===== config.mk =====
export PLATFORM = sky130hd
export DESIGN_NAME = pmtr_resolver
export DESIGN_NICKNAME = d
export VERILOG_FILES = /design/src/inc/pmtr_pkg.sv /design/src/hdl/pmtr_resolver.sv
export SDC_FILE = /design/constraint.sdc
export NUM_CORES = 1
export LEC_CHECK = 0
export BUFFER_PORTS_ARGS = -buffer_cell sky130_fd_sc_hd__buf_2
export CAP_MARGIN = 20
export CORE_ASPECT_RATIO = 1.2
export CORE_MARGIN = 5
export CORE_UTILIZATION = 45
export CTS_BUF_LIST = sky130_fd_sc_hd__clkbuf_8 sky130_fd_sc_hd__clkbuf_16
export CTS_CLUSTER_DIAMETER = 30
export DETAILED_ROUTE_END_ITERATION = 10
export HOLD_SLACK_MARGIN = 0.1
export PLACE_DENSITY_LB_ADDON = 0.08
export SYNTH_ARGS = -nofsm -noshare
export SYNTH_HDL_FRONTEND = slang
export SYNTH_SLANG_ARGS = --single-unit
export TNS_END_PERCENT = 1

===== constraint.sdc =====
create_clock -name i_ref_clk -period 5.9 [get_ports i_ref_clk]
set_input_delay 1.77 -clock i_ref_clk [delete_from_list [all_inputs] [get_ports i_ref_clk]]
set_output_delay 1.77 -clock i_ref_clk [all_outputs]
set_load 0.05 [all_outputs]

===== src/inc/pmtr_pkg.sv =====
// page memory type resolver: constants, encodings and types
// assumes: a single 100 MHz core clock and a plain register port
package pmtr_pkg;

    // ------------------------------------------------------------
    // register port
    // ------------------------------------------------------------
    localparam int          ADDR_W       = 8;        // register address width
    localparam int          DATA_W       = 32;       // register data width
    localparam logic [7:0]  OFF_TABLE_LO = 8'h00;    // slots 0..3
    localparam logic [7:0]  OFF_TABLE_HI = 8'h04;    // slots 4..7
    localparam logic [7:0]  OFF_FEATURE  = 8'h08;    // feature query word, read only
    localparam logic [7:0]  OFF_FAULT    = 8'h0c;    // sticky fault status, write 1 to clear

    // ------------------------------------------------------------
    // slot table layout and reset value
    // ------------------------------------------------------------
    localparam int          SLOT_W       = 8;        // bits per slot
    localparam int          SLOT_N       = 8;        // slots in the table
    localparam int          SLOT_TYPE_W  = 3;        // low bits that carry the type
    localparam logic [63:0] TABLE_RESET  = 64'h0007040600070406; // wb,wt,weak uc,uc twice
    localparam int          FEATURE_BIT  = 16;       // support flag in the feature word
    localparam int          FAULT_BIT    = 0;        // write-fault flag in the fault word

    // ------------------------------------------------------------
    // table entry bit positions
    // ------------------------------------------------------------
    localparam int          POS_PWT      = 3;        // page writethrough bit
    localparam int          POS_PCD      = 4;        // page cache disable bit
    localparam int          POS_IDX_LEAF = 7;        // attribute index bit, 4 KB leaf entry
    localparam int          POS_IDX_DIR  = 12;       // attribute index bit, large directory entry

    // ------------------------------------------------------------
    // memory type encodings, slot and range register
    // ------------------------------------------------------------
    localparam logic [7:0]  T_UC         = 8'h00;    // uncacheable
    localparam logic [7:0]  T_WC         = 8'h01;    // write combining
    localparam logic [7:0]  T_WT         = 8'h04;    // writethrough
    localparam logic [7:0]  T_WP         = 8'h05;    // write protect
    localparam logic [7:0]  T_WB         = 8'h06;    // writeback
    localparam logic [7:0]  T_WEAK_UC    = 8'h07;    // weak uncacheable, slots only

    // effective memory type after the merge
    typedef enum logic [2:0] {
        EFF_UC,
        EFF_WC,
        EFF_WT,
        EFF_WP,
        EFF_WB,
        EFF_CD
    } pmtr_eff_t;

    // kind of table entry that supplied the index bits
    typedef enum logic [1:0] {
        LVL_LEAF_4K,
        LVL_LARGE_DIR,
        LVL_UPPER
    } pmtr_level_t;

endpackage


===== src/hdl/pmtr_resolver.sv =====
// page memory type resolver: slot table, write checks, lookup and merge
// assumes: walker and cache logic share i_ref_clk; register master never
// issues read and write in the same cycle
//
// How it works
// - one 64-bit table of eight type slots
// - slot encodings 00,01,04,05,06,07 only
// - weak uncacheable acts uncacheable unless range wc
// - reserved nonzero bits fault, table unchanged
// - unsupported encoding faults; any supported encoding allowed
// - reset slots wb, wt, weak uc, uc twice
// - index is attribute bit, cache disable, writethrough
// - attribute bit at 7 leaf, 12 large
// - entries without attribute bit use zero
// - cache disable bit 4, writethrough bit 3
// - lookup always active, no disable control
// - every translated access selects and applies slot
// - upper levels index slots 0 to 3 only
// - merge for uncacheable, weak uncacheable, write combining
// - merge for write protect, writethrough, writeback
// - range registers off means range uncacheable
// - feature word bit 16 reports support
// - writethrough: shared read alloc, no write alloc
// - write protect: shared reads, writes invalidate hits
// - writeback: read alloc shared/exclusive, write alloc modified
// - uncacheable no combine or speculation; wc allows
module pmtr_resolver (
    input  wire logic                            i_ref_clk,
    input  wire logic                            i_nrst,
    input  wire logic [pmtr_pkg::ADDR_W-1:0]     i_addr,
    input  wire logic [pmtr_pkg::DATA_W-1:0]     i_wdata,
    input  wire logic                            i_wr,
    input  wire logic                            i_rd,
    output logic      [pmtr_pkg::DATA_W-1:0]     o_rdata,
    output logic                                 o_fault,
    input  wire logic                            i_xlate_valid,
    input  wire logic [63:0]                     i_entry,
    input  wire logic [1:0]                      i_level,
    input  wire logic                            i_range_en,
    input  wire logic [7:0]                      i_range_type,
    output logic                                 o_eff_valid,
    output logic      [2:0]                      o_eff_type,
    output logic      [2:0]                      o_slot_index,
    output logic                                 o_cacheable,
    output logic                                 o_rd_alloc,
    output logic                                 o_rd_alloc_excl,
    output logic                                 o_wr_alloc,
    output logic                                 o_wr_to_mem,
    output logic                                 o_wr_hit_inval,
    output logic                                 o_combine_ok,
    output logic                                 o_spec_ok
);

    // ------------------------------------------------------------
    // reset release
    // ------------------------------------------------------------
    logic        rst_meta;   // first release stage
    logic        rst_n;      // released reset used everywhere

    // two stage release so every flop leaves reset on the same edge
    always_ff @(posedge i_ref_clk or negedge i_nrst)
    begin
        if (!i_nrst)
        begin
            rst_meta <= 1'b0;
            rst_n    <= 1'b0;
        end
        else
        begin
            rst_meta <= 1'b1;
            rst_n    <= rst_meta;
        end
    end

    // ------------------------------------------------------------
    // write checking
    // ------------------------------------------------------------
    logic        wr_lo;      // write aimed at slots 0..3
    logic        wr_hi;      // write aimed at slots 4..7
    logic        bad_field;  // some slot of the word is illegal
    logic [3:0]  field_bad;  // per slot verdict

    assign wr_lo = i_wr && (i_addr == pmtr_pkg::OFF_TABLE_LO);
    assign wr_hi = i_wr && (i_addr == pmtr_pkg::OFF_TABLE_HI);

    // each byte of the word is one slot; check reserved bits and code
    genvar g;
    generate
        for (g = 0; g < 4; g++)
        begin : g_chk
            logic [7:0] fld;  // one slot of the incoming word
            assign fld = i_wdata[g*pmtr_pkg::SLOT_W +: pmtr_pkg::SLOT_W];
            assign field_bad[g] = (fld != pmtr_pkg::T_UC) &&
                                  (fld != pmtr_pkg::T_WC) &&
                                  (fld != pmtr_pkg::T_WT) &&
                                  (fld != pmtr_pkg::T_WP) &&
                                  (fld != pmtr_pkg::T_WB) &&
                                  (fld != pmtr_pkg::T_WEAK_UC);
        end
    endgenerate

    assign bad_field = |field_bad;

    // ------------------------------------------------------------
    // slot table
    // ------------------------------------------------------------
    logic [63:0] table_q;    // the eight slots, slot 0 in the low byte

    // a clean write replaces its half; a faulting write leaves it alone
    always_ff @(posedge i_ref_clk or negedge rst_n)
    begin
        if (!rst_n)
        begin
            table_q <= pmtr_pkg::TABLE_RESET;
        end
        else if (wr_lo && !bad_field)
        begin
            table_q[31:0] <= i_wdata;
        end
        else if (wr_hi && !bad_field)
        begin
            table_q[63:32] <= i_wdata;
        end
    end

    // ------------------------------------------------------------
    // fault reporting
    // ------------------------------------------------------------
    logic        fault_set;  // this cycle's write faults
    logic        fault_sticky; // latched until software clears it

    assign fault_set = (wr_lo || wr_hi) && bad_field;

    // one cycle pulse per faulting write
    always_ff @(posedge i_ref_clk or negedge rst_n)
    begin
        if (!rst_n)
        begin
            o_fault <= 1'b0;
        end
        else
        begin
            o_fault <= fault_set;
        end
    end

    // sticky copy; a new fault wins over a clear in the same cycle
    always_ff @(posedge i_ref_clk or negedge rst_n)
    begin
        if (!rst_n)
        begin
            fault_sticky <= 1'b0;
        end
        else if (fault_set)
        begin
            fault_sticky <= 1'b1;
        end
        else if (i_wr && (i_addr == pmtr_pkg::OFF_FAULT) && i_wdata[pmtr_pkg::FAULT_BIT])
        begin
            fault_sticky <= 1'b0;
        end
    end

    // ------------------------------------------------------------
    // register reads
    // ------------------------------------------------------------
    logic [31:0] next_rdata; // read word chosen by address

    // unmapped addresses read as zero
    always_comb
    begin
        next_rdata = '0;
        unique case (i_addr)
            pmtr_pkg::OFF_TABLE_LO: next_rdata = table_q[31:0];
            pmtr_pkg::OFF_TABLE_HI: next_rdata = table_q[63:32];
            pmtr_pkg::OFF_FEATURE:  next_rdata[pmtr_pkg::FEATURE_BIT] = 1'b1;
            pmtr_pkg::OFF_FAULT:    next_rdata[pmtr_pkg::FAULT_BIT] = fault_sticky;
            default:                next_rdata = '0;
        endcase
    end

    // data stands only in the cycle after the read strobe
    always_ff @(posedge i_ref_clk or negedge rst_n)
    begin
        if (!rst_n)
        begin
            o_rdata <= '0;
        end
        else if (i_rd)
        begin
            o_rdata <= next_rdata;
        end
        else
        begin
            o_rdata <= '0;
        end
    end

    // ------------------------------------------------------------
    // slot lookup
    // ------------------------------------------------------------
    logic        idx_attr;   // attribute index bit of this entry
    logic [2:0]  slot_idx;   // selected slot
    logic [7:0]  slot_type;  // type held in that slot
    logic [7:0]  range_type; // range type seen by the merge

    // pick the attribute bit by entry kind; upper levels have none
    always_comb
    begin
        unique case (i_level)
            pmtr_pkg::LVL_LEAF_4K:   idx_attr = i_entry[pmtr_pkg::POS_IDX_LEAF];
            pmtr_pkg::LVL_LARGE_DIR: idx_attr = i_entry[pmtr_pkg::POS_IDX_DIR];
            default:                 idx_attr = 1'b0;
        endcase
    end

    // no enable term: the lookup runs on every translation
    assign slot_idx  = {idx_attr,
                        i_entry[pmtr_pkg::POS_PCD],
                        i_entry[pmtr_pkg::POS_PWT]};
    assign slot_type = table_q[slot_idx*pmtr_pkg::SLOT_W +: pmtr_pkg::SLOT_W];
    assign range_type = i_range_en ? i_range_type : pmtr_pkg::T_UC;

    // ------------------------------------------------------------
    // merge with the range type
    // ------------------------------------------------------------
    pmtr_pkg::pmtr_eff_t next_eff;   // effective type

    // undefined pairs fall to cache disabled, the safe answer
    always_comb
    begin
        next_eff = pmtr_pkg::EFF_CD;
        unique case (slot_type)
            pmtr_pkg::T_UC:
                next_eff = (range_type == pmtr_pkg::T_UC) ? pmtr_pkg::EFF_UC : pmtr_pkg::EFF_CD;
            pmtr_pkg::T_WEAK_UC:
                if (range_type == pmtr_pkg::T_UC)
                    next_eff = pmtr_pkg::EFF_UC;
                else if (range_type == pmtr_pkg::T_WC)
                    next_eff = pmtr_pkg::EFF_WC;
                else
                    next_eff = pmtr_pkg::EFF_CD;
            pmtr_pkg::T_WC:
                next_eff = pmtr_pkg::EFF_WC;
            pmtr_pkg::T_WP:
                unique case (range_type)
                    pmtr_pkg::T_UC: next_eff = pmtr_pkg::EFF_UC;
                    pmtr_pkg::T_WP: next_eff = pmtr_pkg::EFF_WP;
                    pmtr_pkg::T_WB: next_eff = pmtr_pkg::EFF_WP;
                    default:        next_eff = pmtr_pkg::EFF_CD;
                endcase
            pmtr_pkg::T_WT:
                unique case (range_type)
                    pmtr_pkg::T_UC: next_eff = pmtr_pkg::EFF_UC;
                    pmtr_pkg::T_WT: next_eff = pmtr_pkg::EFF_WT;
                    pmtr_pkg::T_WB: next_eff = pmtr_pkg::EFF_WT;
                    default:        next_eff = pmtr_pkg::EFF_CD;
                endcase
            pmtr_pkg::T_WB:
                unique case (range_type)
                    pmtr_pkg::T_UC: next_eff = pmtr_pkg::EFF_UC;
                    pmtr_pkg::T_WC: next_eff = pmtr_pkg::EFF_WC;
                    pmtr_pkg::T_WT: next_eff = pmtr_pkg::EFF_WT;
                    pmtr_pkg::T_WP: next_eff = pmtr_pkg::EFF_WP;
                    pmtr_pkg::T_WB: next_eff = pmtr_pkg::EFF_WB;
                    default:        next_eff = pmtr_pkg::EFF_CD;
                endcase
            default:
                next_eff = pmtr_pkg::EFF_CD;
        endcase
    end

    // ------------------------------------------------------------
    // cache behaviour of the effective type
    // ------------------------------------------------------------
    logic        next_cache;     // may be cached
    logic        next_rd_alloc;  // read miss allocates
    logic        next_rd_excl;   // read allocate may take exclusive
    logic        next_wr_alloc;  // write miss allocates modified
    logic        next_wr_mem;    // writes go to main memory
    logic        next_wr_inval;  // write hit invalidates the line
    logic        next_combine;   // writes may be combined
    logic        next_spec;      // speculative reads allowed

    // uncacheable and cache-disabled forbid everything
    always_comb
    begin
        next_cache    = 1'b0;
        next_rd_alloc = 1'b0;
        next_rd_excl  = 1'b0;
        next_wr_alloc = 1'b0;
        next_wr_mem   = 1'b1;
        next_wr_inval = 1'b0;
        next_combine  = 1'b0;
        next_spec     = 1'b0;
        unique case (next_eff)
            pmtr_pkg::EFF_WC:
            begin
                next_combine = 1'b1;
                next_spec    = 1'b1;
            end
            pmtr_pkg::EFF_WT:
            begin
                next_cache    = 1'b1;
                next_rd_alloc = 1'b1;
            end
            pmtr_pkg::EFF_WP:
            begin
                next_cache    = 1'b1;
                next_rd_alloc = 1'b1;
                next_wr_inval = 1'b1;
            end
            pmtr_pkg::EFF_WB:
            begin
                next_cache    = 1'b1;
                next_rd_alloc = 1'b1;
                next_rd_excl  = 1'b1;
                next_wr_alloc = 1'b1;
                next_wr_mem   = 1'b0;
            end
            default:
            begin
                next_cache = 1'b0;
            end
        endcase
    end

    // ------------------------------------------------------------
    // result registers
    // ------------------------------------------------------------
    // valid pulses for one cycle after the translation; type and attributes held until the next
    always_ff @(posedge i_ref_clk or negedge rst_n)
    begin
        if (!rst_n)
        begin
            o_eff_valid <= 1'b0;
        end
        else
        begin
            o_eff_valid <= i_xlate_valid;
        end
    end

    // type and attributes load on each translation
    always_ff @(posedge i_ref_clk or negedge rst_n)
    begin
        if (!rst_n)
        begin
            o_eff_type      <= 3'h0;
            o_slot_index    <= 3'h0;
            o_cacheable     <= 1'b0;
            o_rd_alloc      <= 1'b0;
            o_rd_alloc_excl <= 1'b0;
            o_wr_alloc      <= 1'b0;
            o_wr_to_mem     <= 1'b0;
            o_wr_hit_inval  <= 1'b0;
            o_combine_ok    <= 1'b0;
            o_spec_ok       <= 1'b0;
        end
        else if (i_xlate_valid)
        begin
            o_eff_type      <= next_eff;
            o_slot_index    <= slot_idx;
            o_cacheable     <= next_cache;
            o_rd_alloc      <= next_rd_alloc;
            o_rd_alloc_excl <= next_rd_excl;
            o_wr_alloc      <= next_wr_alloc;
            o_wr_to_mem     <= next_wr_mem;
            o_wr_hit_inval  <= next_wr_inval;
            o_combine_ok    <= next_combine;
            o_spec_ok       <= next_spec;
        end
    end
endmodule


==> results.yml <==
yosys:
  synth_top_area_share_pct: 51.63
  ys_async_sr_fraction_pct: 100.0
  syn_area_um2: 4847
  synthesis.nets: 498
  seq_area_frac_synth_pct: 58.13
  synth_seq_cells: 112
  synth_largest_area_cell: "dfrtp_1"
  yosys_warnings: 0
  synth_edf_count: 0
  synth_top_flop_cell: "dfrtp_1"
  synth_area_leaders: "dfrtp_1 (52%), mux2i_1 (6.8%), dfstp_2 (6.5%)"
  netlist_instances: 378
  post_synth.cell_area_avg_um2: 12.82
  ys_types: 53
final_layout:
  final_cell_mix: "buf_2 (107), dfrtp_1 (99), and2_1 (41)"
  layout.cells.non_filler: 615
  fin_nets: 601
  syn_to_final_growth_pct: 19.49
  final_common_cell: "buf_2"
  diodes: 0
  fillerInstances: 896
  layout-drive-gt1-share_pct: 36.21
cts:
  cts-root-buf: "clkbuf_16"
  postCtsResizedCells: 0
  numCtsBuffers: 9
  cts_sinks: 112
  cts_hold_buf: 0
  clock_path_buffers: 2
  cts_setup_buffers: 0
  cts.clk_slew.worst_paths_ns: 0.07
  insertion_delay_ns: 0.35
  cts_tree: "built"
  h-tree-depth: 3
setup_path:
  worstPathRequired_ns: 6.14
  startpoint_type: "input pin"
  cp.arrival_ns: 4.06
  cp_num_buf_inv: 1
  cp_top_family: "multiplexers"
  worstSetupPathType: "in -> reg"
  cp_max_fo: 7
  critPathMostFrequentCell: "mux2i_2"
  path_cells: "buf_2 > mux2i_2 > nor2_2 > mux4_2 > mux2i_2 > nand2b_1 > nor3_1 > a211o_1"
  crit_slowest_cell: "mux4_2"
  cp-end-kind: "register"
  cp_slowest_stage_delay_ns: 0.61
power_and_ir_drop:
  peakVddDrop_mv: 0.1534
  p_per_area_nw_per_um2: 255.3
  p_leak_uw: 0.002963
  p_total_uw: 1478
die:
  die_h_um: 123.7
  start_util_pct: 46.09
  dieArea_um2: 12960
  core_area_um2: 10520
  row_count: 41
  die_w_um: 104.7
  ios: 168
sta:
  setup_tns_ns: 0
  setup-violations-final: 0
  slew_violations: 0
  max_freq_ghz: 0.2619
  grt_setup_unrepaired: "no"
  fin_skew_ns: 0.003659
  tightestPinTransition_ns: 0.8289
  finalHoldViolCount: 0
  maxSlewHeadroom_pct: 44.74
  fin_crit_sh_pct: 64.72
  fin_crit_ns: 3.818
global_route:
  grt_pass1_wl_um: 17420
  grt_pass1_vias: 3439
  grt_max_degree: 66
  globalRouteOverflowTotal: 0
  antenna_found_initial: 0
  track_usage_pct: 16.85
outcome:
  status: "finished clean"
routing:
  dr_wl_met2_um: 5299
  vias: 3263
  routed_wl_um: 10610
  wire_per_inst_um: 17.24
  viasPerCell: 5.306
  route.met3.wl_um: 393
  top_layer: "met4"
  dr.pass1.iters: 4
  wl_met1_um: 4696
  first_iter_violations: 103
  drc_errors: 0
  final_antenna_net_count: 0
place:
  numPortBuffers: 107
  hpwlAfterDp_um: 7341
  dp.cells: 598
  routabilityCongestion: 0.7273
hold_path:
  hold_class: "reg -> async"
run:
  cap_viol_max_count: 0
-- worst paths after layout --
path / start / to / slack [ns] / depth (start not counted)
setup / recovery: i_level[0] / o_rd_alloc$_DFFE_PN0P_ / 2.08 / 8
hold / removal: rst_n$_DFF_PN0_ / table_q[9]$_DFFE_PN0N_ / 0.34 / 0
hold reg to reg: rst_n$_DFF_PN0_ / table_q[9]$_DFFE_PN0N_ / 0.34 / 0
min in group i_ref_clk: rst_meta$_DFF_PN0_ / rst_n$_DFF_PN0_ / 0.36 / 0
setup reg to reg: table_q[17]$_DFFE_PN1N_ / o_wr_to_mem$_DFFE_PN0P_ / 3.53 / 7
max in group asynchronous: rst_n$_DFF_PN0_ / table_q[29]$_DFFE_PN0N_ / 4.32 / 1
-- cell families (layout without fill, tap and decap cells) --
family                    after synthesis  count (layout)  share of synthesized area (%)
and+or+nand+nor                       125             125                          13.76
DFF                                   112             112                          58.13
muxes                                  73              73                          19.15
AOI/OAI and AO/OA                      39              39                          6.118
buffers and inverters                  27             135                          2.581
other                                   1               1                        0.07737
xor gates and xnor gates                1               1                         0.1807
-- layout make-up --
type / instances / area, µm² / area share, %
sequential: 112 / 2821 / 48.71
multi-input combinational: 239 / 1904 / 32.88
timing repair buffer: 111 / 585.6 / 10.11
clock buffer: 10 / 239.0 / 4.126
tap: 129 / 161.4 / 2.787
clock inverter: 6 / 50.05 / 0.8641
inverter: 8 / 30.03 / 0.5185
-- cell usage after synthesis, types with 2 or more instances --
master,n
mux2_1,5
mux4_2,5
o21bai_1,2
mux4_1,5
and2_1,41
nor3b_1,2
nor4_1,13
o21ai_0,4
dfstp_2,12
a31oi_1,2
nand2b_1,2
inv_1,8
o21a_1,2
clkbuf_1,9
nor2_1,40
mux2i_1,33
dfrtp_1,100
nand2_1,8
o22ai_1,2
mux2_2,22
a21o_1,4
buf_4,4
a22o_1,4
nor2b_1,5
a22oi_1,4
buf_1,4
mux2i_2,2
a21oi_1,5
nor3_1,5
-- state kept, by name, summed over array words and instances (netlist names), 3 cells and up --
| signal | cells |
|---|---|
| o_rdata | 32 |
| o_eff_type | 3 |
| o_slot_index | 3 |
| table_q | 64 |
-- per-layer routing --
metal	track usage (%)	vias up
met5	0	-
met4	7.834	0
met3	2.799	16
met2	27.83	64
met1	21.90	1651
li1	-	1532
-- metrics by stage --
stage | hold slack [ns] | utilization (%) | worst slack, ns | area, µm²
floorplan | 0.3312 | - | 2.182 | 4847
global placement | 0.3420 | 52.06 | 1.419 | 5475
detailed placement | 0.3380 | 52.06 | 1.410 | 5475
CTS | 0.3625 | 54.81 | 1.779 | 5764
global route | 0.3836 | 55.07 | 1.901 | 5792
finish | 0.3356 | 55.07 | 2.082 | 5792
-- power breakdown --
part           leakage (µW)  switching [µW]  total [µW]  internal [µW]
Combinational       0.00132            64.6         102           37.7
Clock              0.000142             290         595            305
Sequential          0.00150            8.16         781            773
-- worst register-to-register path, cell delays in order (launching register included) --
cell and delay (ns):
dfstp_2 0.54, mux4_1 0.27, o21ba_2 0.20, or2_4 0.24, a22o_1 0.25, a22o_1 0.26, a2111oi_4 0.40, nor2_1 0.09
(Power assumes the default switching activity.)
